[src/lvdcap_map.svh]
`ifndef LVDCAP_MAP_SVH
`define LVDCAP_MAP_SVH

// ****************************************************************
// Widths, timing and reset values of the input capture.
// ****************************************************************

// Width of each data path and its highest line index.
`define LVDCAP_BUS_W         16
`define LVDCAP_BUS_MSB       15

// System clock period in nanoseconds.
`define LVDCAP_CLK_NS        40

// Wait after a detected forwarded clock edge before the data lines are taken, in nanoseconds.
`define LVDCAP_SAMPLE_DLY_NS 80

// The same wait in system clock cycles, a least time rounded up.
`define LVDCAP_SAMPLE_DLY_CYC ((`LVDCAP_SAMPLE_DLY_NS + `LVDCAP_CLK_NS - 1) / `LVDCAP_CLK_NS)

// Reset values.
`define LVDCAP_CNT_RST       2'h0
`define LVDCAP_WORD_RST      16'h0000
`define LVDCAP_BIT_RST       1'h0

`endif

[src/lvdcap_pkg.sv]
`include "lvdcap_map.svh"

package lvdcap_pkg;

	// ****************************************************************
	// Types shared by the capture and its synchroniser.
	// ****************************************************************

	typedef logic [`LVDCAP_BUS_MSB:0] lvdcap_word_t;

	// All pins that come from the far source, grouped so they cross together.
	typedef struct packed {
		logic         fclk;
		lvdcap_word_t ab;
		lvdcap_word_t cd;
		logic         strobe;
		logic         sync;
		logic         parity_cd;
	} lvdcap_pins_s;

	// One ordered sample pair, rising edge word first.
	typedef struct packed {
		lvdcap_word_t ab_rise;
		lvdcap_word_t ab_fall;
		lvdcap_word_t cd_rise;
		lvdcap_word_t cd_fall;
		logic         ab_parity;
		logic         parity_valid;
	} lvdcap_pair_s;

	// Capture sequencer states.
	typedef enum logic [2:0] {
		ST_IDLE = 3'b001,
		ST_RISE = 3'b010,
		ST_FALL = 3'b100
	} lvdcap_state_e;

endpackage

[src/lvdcap_sync.sv]
`include "lvdcap_map.svh"

module lvdcap_sync (
	input  wire logic                clk,
	input  wire logic                sys_rst,
	input  wire lvdcap_pkg::lvdcap_pins_s d,
	output lvdcap_pkg::lvdcap_pins_s      q
);
	import lvdcap_pkg::*;

	// ****************************************************************
	// Two flip-flop synchroniser for every pin of the link.
	// ****************************************************************

	lvdcap_pins_s s1_q;
	lvdcap_pins_s s1_d;
	lvdcap_pins_s s2_q;
	lvdcap_pins_s s2_d;

	// The first stage feeds only the second, so metastability has a full cycle to settle.
	always_comb begin
		s1_d = d;
		s2_d = s1_q;
	end

	// Both stages clear together on reset.
	always_ff @(posedge clk) begin
		if (sys_rst) begin
			s1_q <= '0;
			s2_q <= '0;
		end else begin
			s1_q <= s1_d;
			s2_q <= s2_d;
		end
	end

	assign q = s2_q;

endmodule

[src/lvdcap_capture.sv]
`include "lvdcap_map.svh"

// Behaviour
// RL1: CD path carries sixteen bits on lines zero to fifteen with the forwarded clock.
// RL2: AB path carries sixteen bits on lines zero to fifteen, double data rate.
// RL3: Both paths are taken once per rising and once per falling clock edge.
// RL4: By default line fifteen is the sample MSB and line zero the LSB.
// RL5: Bus reversal mirrors the lines so line zero becomes the MSB.
// RL6: The strobe input is sampled on rising edges only.
// RL7: The sampled strobe resyncs FIFO pointers and feeds a sync source downstream.
// RL8: With parity selected the strobe is the AB path parity bit.
// RL9: The source aligns strobe transitions with both data buses' transitions.
// RL10: Interface reversal rotates the parity, sync and strobe inputs.
// RL11: Rising and falling words are joined into one ordered pair before output.
module lvdcap_capture (
	input  wire logic                    clk,
	input  wire logic                    sys_rst,
	input  wire logic                    forwarded_sample_clock,
	input  wire lvdcap_pkg::lvdcap_word_t first_path_bus,
	input  wire lvdcap_pkg::lvdcap_word_t second_path_bus,
	input  wire logic                    input_strobe,
	input  wire logic                    sync_in,
	input  wire logic                    second_path_parity_in,
	input  wire logic                    bus_reverse,
	input  wire logic                    interface_reverse,
	input  wire logic                    parity_select,
	output logic                         pair_valid_q,
	output lvdcap_pkg::lvdcap_pair_s     pair_q,
	output logic                         strobe_level_q,
	output logic                         fifo_resync_q,
	output logic                         sync_source_q,
	output logic                         sync_role_q,
	output logic                         cd_parity_role_q
);
	import lvdcap_pkg::*;

	// ****************************************************************
	// Helpers.
	// ****************************************************************

	// Mirrors a path word end for end; used for both paths.
	function automatic lvdcap_word_t mirror_word(input lvdcap_word_t w);
		lvdcap_word_t r;
		r = '0;
		for (int i = 0; i <= `LVDCAP_BUS_MSB; i++) begin
			r[i] = w[`LVDCAP_BUS_MSB - i];
		end
		return r;
	endfunction

	// ****************************************************************
	// Pin crossing.
	// ****************************************************************

	lvdcap_pins_s raw_pins;
	lvdcap_pins_s pins;

	// Every pin, the forwarded clock included, passes the same two stages so they stay aligned.
	always_comb begin
		raw_pins.fclk      = forwarded_sample_clock;
		raw_pins.ab        = first_path_bus;
		raw_pins.cd        = second_path_bus;
		raw_pins.strobe    = input_strobe;
		raw_pins.sync      = sync_in;
		raw_pins.parity_cd = second_path_parity_in;
	end

	lvdcap_sync u_sync (
		.clk     (clk),
		.sys_rst (sys_rst),
		.d       (raw_pins),
		.q       (pins)
	);

	// ****************************************************************
	// Line order and input roles.
	// ****************************************************************

	lvdcap_word_t ab_now;
	lvdcap_word_t cd_now;
	logic         role_strobe;
	logic         role_sync;
	logic         role_pcd;

	// RL4 RL5 line ordering.
	// RL1 RL2 sixteen line paths.
	always_comb begin
		ab_now = bus_reverse ? mirror_word(pins.ab) : pins.ab;
		cd_now = bus_reverse ? mirror_word(pins.cd) : pins.cd;
	end

	// RL10 role rotation.
	always_comb begin
		role_strobe = interface_reverse ? pins.parity_cd : pins.strobe;
		role_sync   = interface_reverse ? pins.strobe    : pins.sync;
		role_pcd    = interface_reverse ? pins.sync      : pins.parity_cd;
	end

	// ****************************************************************
	// Edge detection and capture sequencer.
	// ****************************************************************

	lvdcap_state_e state_q;
	lvdcap_state_e state_d;
	logic [1:0]    cnt_q;
	logic [1:0]    cnt_d;
	logic          fclk_prev_q;
	logic          fclk_prev_d;
	logic          edge_rise;
	logic          edge_fall;
	lvdcap_word_t  ab_rise_q;
	lvdcap_word_t  ab_rise_d;
	lvdcap_word_t  cd_rise_q;
	lvdcap_word_t  cd_rise_d;
	logic          par_rise_q;
	logic          par_rise_d;
	logic          par_ok_q;
	logic          par_ok_d;
	logic          have_rise_q;
	logic          have_rise_d;
	logic          pair_valid_d;
	lvdcap_pair_s  pair_d;
	logic          strobe_level_d;
	logic          fifo_resync_d;
	logic          sync_source_d;
	logic          sync_role_d;
	logic          cd_parity_role_d;

	// The edge detector reads only the synchroniser output, never its first stage.
	always_comb begin
		edge_rise = pins.fclk & ~fclk_prev_q;
		edge_fall = ~pins.fclk & fclk_prev_q;
	end

	// Data is taken a quarter period after each edge, because the source aligns data to the clock edges.
	// The wait must stay shorter than half a forwarded period, or an edge would be missed.
	always_comb begin
		state_d          = state_q;
		cnt_d            = cnt_q;
		fclk_prev_d      = pins.fclk;
		ab_rise_d        = ab_rise_q;
		cd_rise_d        = cd_rise_q;
		par_rise_d       = par_rise_q;
		par_ok_d         = par_ok_q;
		have_rise_d      = have_rise_q;
		pair_valid_d     = 1'b0;
		pair_d           = pair_q;
		strobe_level_d   = strobe_level_q;
		fifo_resync_d    = 1'b0;
		sync_source_d    = 1'b0;
		sync_role_d      = sync_role_q;
		cd_parity_role_d = cd_parity_role_q;
		unique case (state_q)
			ST_IDLE: begin
				// RL3 both edges.
				if (edge_rise) begin
					state_d = ST_RISE;
					cnt_d   = 2'(`LVDCAP_SAMPLE_DLY_CYC - 1);
				end else if (edge_fall) begin
					state_d = ST_FALL;
					cnt_d   = 2'(`LVDCAP_SAMPLE_DLY_CYC - 1);
				end
			end
			ST_RISE: begin
				if (cnt_q != `LVDCAP_CNT_RST) begin
					cnt_d = cnt_q - 2'h1;
				end else begin
					state_d     = ST_IDLE;
					ab_rise_d   = ab_now;
					cd_rise_d   = cd_now;
					have_rise_d = 1'b1;
					// RL6 rising edge strobe.
					strobe_level_d   = role_strobe;
					sync_role_d      = role_sync;
					cd_parity_role_d = role_pcd;
					// RL8 strobe as parity.
					par_rise_d = role_strobe;
					par_ok_d   = parity_select;
					// RL7 resync and sync source.
					// RL9 relies on aligned strobe.
					if (!parity_select) begin
						fifo_resync_d = role_strobe & ~strobe_level_q;
						sync_source_d = role_strobe;
					end
				end
			end
			ST_FALL: begin
				if (cnt_q != `LVDCAP_CNT_RST) begin
					cnt_d = cnt_q - 2'h1;
				end else begin
					state_d = ST_IDLE;
					// RL11 ordered pair.
					if (have_rise_q) begin
						pair_valid_d        = 1'b1;
						pair_d.ab_rise      = ab_rise_q;
						pair_d.ab_fall      = ab_now;
						pair_d.cd_rise      = cd_rise_q;
						pair_d.cd_fall      = cd_now;
						pair_d.ab_parity    = par_rise_q;
						pair_d.parity_valid = par_ok_q;
					end
					have_rise_d = 1'b0;
				end
			end
			default: begin
				state_d = ST_IDLE;
				cnt_d   = `LVDCAP_CNT_RST;
			end
		endcase
	end

	// Registers of the sequencer and every output.
	always_ff @(posedge clk) begin
		if (sys_rst) begin
			state_q          <= ST_IDLE;
			cnt_q            <= `LVDCAP_CNT_RST;
			fclk_prev_q      <= `LVDCAP_BIT_RST;
			ab_rise_q        <= `LVDCAP_WORD_RST;
			cd_rise_q        <= `LVDCAP_WORD_RST;
			par_rise_q       <= `LVDCAP_BIT_RST;
			par_ok_q         <= `LVDCAP_BIT_RST;
			have_rise_q      <= `LVDCAP_BIT_RST;
			pair_valid_q     <= `LVDCAP_BIT_RST;
			pair_q           <= '0;
			strobe_level_q   <= `LVDCAP_BIT_RST;
			fifo_resync_q    <= `LVDCAP_BIT_RST;
			sync_source_q    <= `LVDCAP_BIT_RST;
			sync_role_q      <= `LVDCAP_BIT_RST;
			cd_parity_role_q <= `LVDCAP_BIT_RST;
		end else begin
			state_q          <= state_d;
			cnt_q            <= cnt_d;
			fclk_prev_q      <= fclk_prev_d;
			ab_rise_q        <= ab_rise_d;
			cd_rise_q        <= cd_rise_d;
			par_rise_q       <= par_rise_d;
			par_ok_q         <= par_ok_d;
			have_rise_q      <= have_rise_d;
			pair_valid_q     <= pair_valid_d;
			pair_q           <= pair_d;
			strobe_level_q   <= strobe_level_d;
			fifo_resync_q    <= fifo_resync_d;
			sync_source_q    <= sync_source_d;
			sync_role_q      <= sync_role_d;
			cd_parity_role_q <= cd_parity_role_d;
		end
	end

endmodule

[config.mk]
export PLATFORM = sky130hd
export DESIGN_NAME = lvdcap_capture
export DESIGN_NICKNAME = d
export VERILOG_FILES = /design/src/lvdcap_pkg.sv /design/src/lvdcap_sync.sv /design/src/lvdcap_capture.sv
export VERILOG_INCLUDE_DIRS = /design/src
export SDC_FILE = /design/constraint.sdc
export NUM_CORES = 1
export LEC_CHECK = 0
export CAP_MARGIN = 40
export CELL_PAD_IN_SITES_DETAIL_PLACEMENT = 1
export CELL_PAD_IN_SITES_GLOBAL_PLACEMENT = 2
export CORE_AREA = 2 2 146 113
export DETAILED_ROUTE_END_ITERATION = 7
export DIE_AREA = 0 0 148 115
export DONT_BUFFER_PORTS = 1
export GPL_ROUTABILITY_DRIVEN = 0
export PLACE_DENSITY = 0.83
export SLEW_MARGIN = 15
export SYNTH_ARGS = -nofsm -noshare
export SYNTH_HDL_FRONTEND = slang
export SYNTH_SLANG_ARGS = --single-unit
[constraint.sdc]
create_clock -name clk -period 4 [get_ports clk]
set_input_delay 1.2 -clock clk [delete_from_list [all_inputs] [get_ports clk]]
set_output_delay 1.2 -clock clk [all_outputs]
set_load 0.01 [all_outputs]
Word level (Yosys, flattened, before mapping)

Cells that the tools add are included.

Flip-flop bits (word level): 184
Bits of input ports: 41
Output and inout port bits: 72
Word-level logic and storage cells: 76

Add/subtract/negate cells: 1
Equal/unequal tests: 8
Multiplexer cells: 17
Bitwise operators: 9
Reduce and logical (&&, ||, !) cells: 10

Operator list:

| operator              | count |
|---|---|
| $mux W16              | 2 |
| $mux W3               | 3 |
| $mux W1               | 6 |
| $mux W2               | 3 |
| $ne A2 B2 Y1 const B  | 3 |
| $not A1 Y1            | 6 |
| $pmux W3 S2           | 1 |
| $reduce_and A2 Y1     | 3 |
| $reduce_and A3 Y1     | 2 |
| $pmux W2 S2           | 1 |
| $reduce_bool A2 Y1    | 2 |
| $reduce_or A4 Y1      | 1 |
| $and A1 B1 Y1         | 3 |
| $eq A3 B1 Y1 const B  | 1 |
| $eq A3 B2 Y1 const B  | 1 |
| $eq A3 B3 Y1 const B  | 1 |
| $ne A3 B3 Y1 const B  | 1 |
| $reduce_or A3 Y1      | 1 |
| $ne A2 B1 Y1 const B  | 1 |
| $pmux W1 S2           | 1 |
| $reduce_or A2 Y1      | 1 |
| $sub A2 B1 Y2 const B | 1 |

Longest topological paths before layout

Gate-level depths: netlist of run 1.

Depth in word-level cells: 5
Gate-level depth with buffers: 8
Mapped depth without buffers: 5

Cells and area by module

From an unflattened synthesis of run 1, not the netlist that was laid out.

Cells, all modules: 633
Area, all modules: 6491.2 µm²

By module, submodules not included:

| module         | instances | cells each | area each (µm²) | sequential area each (µm²) |
|---|---|---|---|---|
| lvdcap_capture | 1         | 481        | 4509.3          | 2242.2 |
| lvdcap_sync    | 1         | 152        | 1981.9          | 1441.4 |

Worst setup path after synthesis of run 1

No wires, ideal clock.

Path kind: input port to flip-flop
From: in bus_reverse
To: reg pair_q[10] (netlist name)
Setup time: 0.134 ns
Arrival: 1.906 ns
Required time: 3.866 ns
Setup slack: 1.960 ns
Stages: 4
Buffers on the path: 2
Cells stage by stage: buf_2 buf_2 mux2i_1 a211oi_1

Cells in the longest elaborated chain, start to end: 1

Ends and longest elaborated chain:

| item                   | line                  | source |
|---|---|---|
| start: declaration     | lvdcap_capture.sv:24  | `input wire logic bus_reverse,` |
| $mux W16               | lvdcap_capture.sv:89  | `cd_now = bus_reverse ? mirror_word(pins.cd) : pins.cd;` |
| end signal: assignment | lvdcap_capture.sv:240 | `pair_q <= pair_d;` |
| end: declaration       | lvdcap_capture.sv:28  | `output lvdcap_pkg::lvdcap_pair_s pair_q,` |

No other way between the ends.
A chain may end at the register's enable or synchronous reset.

Final worst setup path of run 1

From: reg cnt_q[1]
To: reg ab_rise_q[6]

Cells in the longest elaborated chain, start to end: 3

Ends and longest elaborated chain:

| item                         | line                  | source |
|---|---|---|
| start: declaration           | lvdcap_capture.sv:105 | `logic [1:0] cnt_q;` |
| start signal: assignment     | lvdcap_capture.sv:216 | `` cnt_q <= `LVDCAP_CNT_RST; `` |
| start signal: assignment     | lvdcap_capture.sv:232 | `cnt_q <= cnt_d;` |
| $reduce_bool A2 Y1 (no line) | --                    |  |
| $not A1 Y1 (no line)         | --                    |  |
| $reduce_and A2 Y1 (no line)  | --                    |  |
| end signal: assignment       | lvdcap_capture.sv:218 | `` ab_rise_q <= `LVDCAP_WORD_RST; `` |
| end signal: assignment       | lvdcap_capture.sv:234 | `ab_rise_q <= ab_rise_d;` |
| end: declaration             | lvdcap_capture.sv:111 | `lvdcap_word_t ab_rise_q;` |

No other way between the ends.

==> flow_summary.toml, run 1 <==
[outcome]
outcome = "finished clean"

[timing]
slew_violations = 0
hold_viol = 0
fmax_mhz = 474
tightestPinTransition_ns = 0.786
fin_hold_ws_ns = 0.438
skew_ns = 0.00682
period_needed_ns = 2.11
slew_headroom = 0.475
grt_setup_unrepaired = "no"
setup_violations = 0
tns_ns = 0
period_share = 0.528
fin_ws_ns = 1.89

[critical_path]
endpoint_kind = "flop"
crit_arrival_ns = 2.44
crit_type = "flop to flop"
worstSetupStartpointType = "flop"
critPathRequiredTime_ns = 4.33
crit_path_max_fanout = 41

[yosys]
async_flop_share = 0
synthXorXnorAreaFrac = 0.00273
yosysTopAreaCell = "dfxtp_1"
yosys.area_share.simple = 0.147
syn_inst = 633
yosys.area.top_type_share = 0.574
ys_ff_latch = 184
yosys-top-cells-area = "dfxtp_1 57%, a211oi_1 7.8%, nor2b_1 7.2%, a21oi_1 5.5%, mux2i_1 5.5%"
synth.most_common_cell = "dfxtp_1"
synth-warning-count = 0
synth-compound-area-share = 0.167
synth.avg_cell_area_um2 = 10.1
synth_edf_count = 0
yosysSeqAreaShare = 0.574
synth_ff_type = "dfxtp_1"
synth.cell_area_um2 = 6420
syn_nets = 676
synth_mux_area_frac = 0.0563
synth.distinct_cells = 35
ys_top_cells_by_count = "184 x dfxtp_1, 74 x nor2b_1, 71 x a21oi_1, 67 x a211oi_1, 36 x nor2_1"
synth_fa_ha_area_frac = 0.00390
synth_top_family_by_area = "compound AO/OA/AOI/OAI gates"

[routing]
drc = 0
drtIter0Drc = 239
wl_per_cell_um = 18.6
vias = 4293
postRouteAntennaNets = 0
vias_per_cell = 5.23
drt-total-wl_um = 15300
first_pass_iters = 4

[place]
pre_cts_ws_ns = 1.52
portBuffers = 0
placed_cell_area_um2 = 6430
dpl.hpwl_um = 10200

[global_route]
grt_pass1_vias = 4233
grt_overflow = 0
grt_start_max_net_pins = 185
track_usage = 0.185
grt_pass1_wl_um = 24100
antenna_found_initial = 0

[power_and_ir_drop]
vdd_drop_max_v = 0.000311
power.density_nw_per_um2 = 521
cellLeakagePower_nw = 2.38
finalPower_mw = 3.67

[layout]
register_area_um2 = 3680
multi_input_area_um2 = 2420
n_antenna_cell = 0
fin_nets = 641
drive_gt1_frac = 0.0687
fillers = 1741
area_growth_syn_to_layout_pct = 9.75
final_area_um2 = 7040

[clock_network]
cts.repair.resized = 0
clk_latency_ns = 0.43
cts_max_path_buffers = 2
cts_sinks = 184
numCtsBuffers = 17
postCtsSetupBuffers = 0
tritoncts = "built"
htree_levels = 4
clockRootBuffer = "clkbuf_16"
cts_hold_buf = 0
clk_pin_slew_worst_paths_ns = 0.07

[flow_run]
drv_cap = 0

[floorplan]
core-area_um2 = 15600
die_h_um = 115
fp-row-count = 40
die_x_um = 148
ioPinCount = 113
die_area_um2 = 17000
start_util = 0.411

[worst_hold_path]
hp-class = "flop to flop"
## report_power, final
| group | total, mW | switching, mW | internal [mW] | leakage, nW |
|---|---|---|---|---|
| Sequential | 1.88 | 0.0165 | 1.87 | 1.50 |
| Clock | 1.69 | 0.752 | 0.942 | 0.292 |
| Combinational | 0.0893 | 0.0459 | 0.0434 | 0.591 |
| Total | 3.67 | 0.814 | 2.85 | 2.38 |
## per-layer routing
layer / routed length (um) / track usage
met5: 0 / 0
met4: 249 / 0.0667
met3: 1120 / 0.0730
met2: 6130 / 0.255
met1: 7760 / 0.261
## critical path, cell delays in order, from the launching register on
cell,delay [ns]
dfxtp_1,0.32
inv_1,0.08
ha_1,0.32
and4bb_2,0.39
buf_12,0.23
buf_4,0.30
nor2_1,0.09
a211oi_1,0.26
## final cells by class
cell class,instances,area share
clock buffers,19,0.0615
clock inverters,13,0.0224
inverters,4,0.00213
multi-input cells,385,0.344
flip-flops and latches,184,0.523
well taps,210,0.0373
repair buffers,6,0.00995
## worst paths after layout
check	from	end	slack (ns)	cells past startpoint
min reg2reg	u_sync.s1_q[33]	u_sync.q[33]	0.44	1
max reg2reg	cnt_q[1]	ab_rise_q[6]	1.89	7
min	u_sync.s1_q[33]	u_sync.q[33]	0.44	1
max	cnt_q[1]	ab_rise_q[6]	1.89	7
## cell usage in the layout (no fill, tap or decap)
master	count
a21o_1	1
mux2_2	1
a2111o_1	1
nand2_1	3
nor2_1	36
o21ai_0	29
nand3_1	34
o21ai_1	6
or3b_1	1
nor2b_1	74
nor4_1	1
clkbuf_16	17
nor2_4	1
bufinv_16	2
and3b_1	1
clkbuf_1	2
nand2b_1	2
o21bai_1	2
clkinv_4	2
dfxtp_1	184
a21oi_1	71
mux2i_1	35
and2_2	1
and4bb_2	1
inv_8	2
buf_4	4
inv_6	6
or4b_1	1
or2_2	1
xnor2_1	2
a211oi_1	67
nor3b_4	1
nor3b_1	3
ha_1	2
o31ai_1	1
inv_1	4
buf_12	2
clkinv_2	1
nor3_1	4
nor4b_1	2
## logic make-up after synthesis
family,Yosys count
buffers and inverters,64
DFF,184
and+or+nand+nor,167
AOI/OAI and AO/OA,178
xor gates and xnor gates,2
muxes,36
adders and majority gates,2
## stage by stage
| stage | utilization | instances |
|---|---|---|
| after global placement | 0.411 | 787 |
| after detailed placement | 0.412 | 788 |
| after floorplan | - | 633 |
| after global routing | 0.451 | 821 |
| final | 0.451 | 821 |
| after CTS | 0.450 | 820 |
## state kept, by name (all words and copies together) (netlist names)
register and flops:
cd_rise_q 16, pair_valid_q 1, fifo_resync_q 1, par_rise_q 1
state_q 3, par_ok_q 1, u_sync.q 36, cd_parity_role_q 1
sync_source_q 1, ab_rise_q 16, fclk_prev_q 1, cnt_q 2
pair_q 66, u_sync.s1_q 36, have_rise_q 1, sync_role_q 1
Power figures use the tool's default switching activity.
==> inputs of run 2 (changes only) <==
--- a/config.mk
+++ b/config.mk
@@ -9,12 +9,12 @@
 export CAP_MARGIN = 40
 export CELL_PAD_IN_SITES_DETAIL_PLACEMENT = 1
 export CELL_PAD_IN_SITES_GLOBAL_PLACEMENT = 2
-export CORE_AREA = 2 2 146 113
+export CORE_AREA = 2 2 152 117
 export DETAILED_ROUTE_END_ITERATION = 7
-export DIE_AREA = 0 0 148 115
+export DIE_AREA = 0 0 154 119
 export DONT_BUFFER_PORTS = 1
 export GPL_ROUTABILITY_DRIVEN = 0
-export PLACE_DENSITY = 0.83
+export PLACE_DENSITY = 0.78
 export SLEW_MARGIN = 15
 export SYNTH_ARGS = -nofsm -noshare
 export SYNTH_HDL_FRONTEND = slang
==> constraint.sdc (replaced) <==
create_clock -name clk -period 2.2 [get_ports clk]
set_input_delay 0.66 -clock clk [delete_from_list [all_inputs] [get_ports clk]]
set_output_delay 0.66 -clock clk [all_outputs]
set_load 0.01 [all_outputs]
==> flow_summary.toml, run 2 (synthesized netlist as in run 1, its figures left out) <==
[routing]
postRouteAntennaNets = 0
first_pass_iters = 4
vias_per_cell = 5.17
drtIter0Drc = 282
vias = 4294
drt-total-wl_um = 15400
drc = 0
wl_per_cell_um = 18.5

[timing]
tightestPinTransition_ns = 0.478
period_share = 0.839
setup_violations = 0
fmax_mhz = 542
grt_setup_unrepaired = "no"
slew_headroom = 0.672
tns_ns = 0
slew_violations = 0
hold_viol = 0
skew_ns = 0.00954
fin_ws_ns = 0.354
period_needed_ns = 1.85

[clock_network]
clk_latency_ns = 0.43
cts.repair.resized = 0
cts_sinks = 184
clockRootBuffer = "clkbuf_16"
cts_hold_buf = 0
postCtsSetupBuffers = 0
htree_levels = 4
clk_pin_slew_worst_paths_ns = 0.08
numCtsBuffers = 17
cts_max_path_buffers = 2
tritoncts = "built"

[critical_path]
crit_type = "flop to flop"
cpPeakStageDelay_ns = 0.37
crit_arrival_ns = 2.17
crit_path_max_fanout = 28
critPathRequiredTime_ns = 2.52
r2r_setup_slack_ns = 0.35
cpMaxStageDelayCell = "and4bb_2"
crit_chain = "inv_1 -> ha_1 -> and4bb_2 -> buf_4 -> nor2_1 -> a211oi_1"
endpoint_kind = "flop"
worstSetupStartpointType = "flop"

[layout]
drive_gt1_frac = 0.0720
register_area_um2 = 3680
final_cells = 831
area_growth_syn_to_layout_pct = 10.2
n_antenna_cell = 0
regMostFlops = "pair_q"
fillers = 1858
final_common_cell = "dfxtp_1"
layout_common_cells = "184 x dfxtp_1, 74 x nor2b_1, 71 x a21oi_1"
multi_input_area_um2 = 2420
final_area_um2 = 7070
largest_reg_flops = 66
fin_nets = 642

[power_and_ir_drop]
finalPower_mw = 6.61
cellLeakagePower_nw = 2.38
vdd_drop_max_v = 0.000418
power.density_nw_per_um2 = 936

[global_route]
track_usage = 0.172
grtUsageMet1 = 0.248
met2_usage = 0.232
grt_start_max_net_pins = 185
grt_pass1_vias = 4254
use_met3 = 0.0706
grt_overflow = 0
globalRoute.busiestLayer = "met1"
grt_pass1_wl_um = 24500
antenna_found_initial = 0

[place]
placed_cell_area_um2 = 6480
pre_cts_ws_ns = 0.341
portBuffers = 0
dp.cells = 800
dpl.hpwl_um = 10400

[floorplan]
die_h_um = 119
fp-row-count = 42
start_util = 0.376
core-area_um2 = 17100
die_area_um2 = 18300
ioPinCount = 113
die_x_um = 154

[worst_hold_path]
hp-class = "primary input to flop"

[outcome]
outcome = "finished clean"

[flow_run]
drv_cap = 0
## run 2: worst paths after layout
| path | from | endpoint | depth (start not counted) |
|---|---|---|---|
| worst max-delay path | cnt_q[0] | cd_rise_q[11] | 6 |
| worst min-delay path | parity_select | fifo_resync_q | 1 |
| worst max register to register | cnt_q[0] | cd_rise_q[11] | 6 |
| worst min register to register | u_sync.s1_q[5] | u_sync.q[5] | 1 |
## run 2: final cells by class
| class | instances | share of cell area |
|---|---|---|
| clock buffer | 17 | 0.0602 |
| tap | 220 | 0.0389 |
| multi-input combinational | 385 | 0.342 |
| sequential | 184 | 0.521 |
| inverter | 4 | 0.00212 |
| clock inverter | 14 | 0.0225 |
| timing repair buffer | 7 | 0.0127 |
## run 2: per-stage QoR
step / utilization / hold slack [ns]
finish: 0.414 / 0.307
global route: 0.414 / 0.277
CTS: 0.414 / 0.283
detailed placement: 0.380 / 0.425
global placement: 0.380 / 0.429
floorplan: - / 0.414
## run 2: report_power, final
group	internal, mW	switching, mW
logic	0.0796	0.0862
clock network	1.61	1.41
registers	3.40	0.0304
total	5.09	1.52
## run 2: critical path, delay by kind of cell (launching register included)
kind,cells,cell delay [ns]
flip-flops,1,0.35
AND/OR/NAND/NOR,2,0.45
adder cells (fa/ha/maj),1,0.30
AO/OA/AOI/OAI,1,0.26
buffers and inverters,2,0.38
## run 2: per-layer routing
layer / part of all wire / vias up
li1: - / 2143
met1: 0.50 / 2020
met2: 0.40 / 115
met3: 0.094 / 16
met4: 0.012 / 0
met5: 0 / -
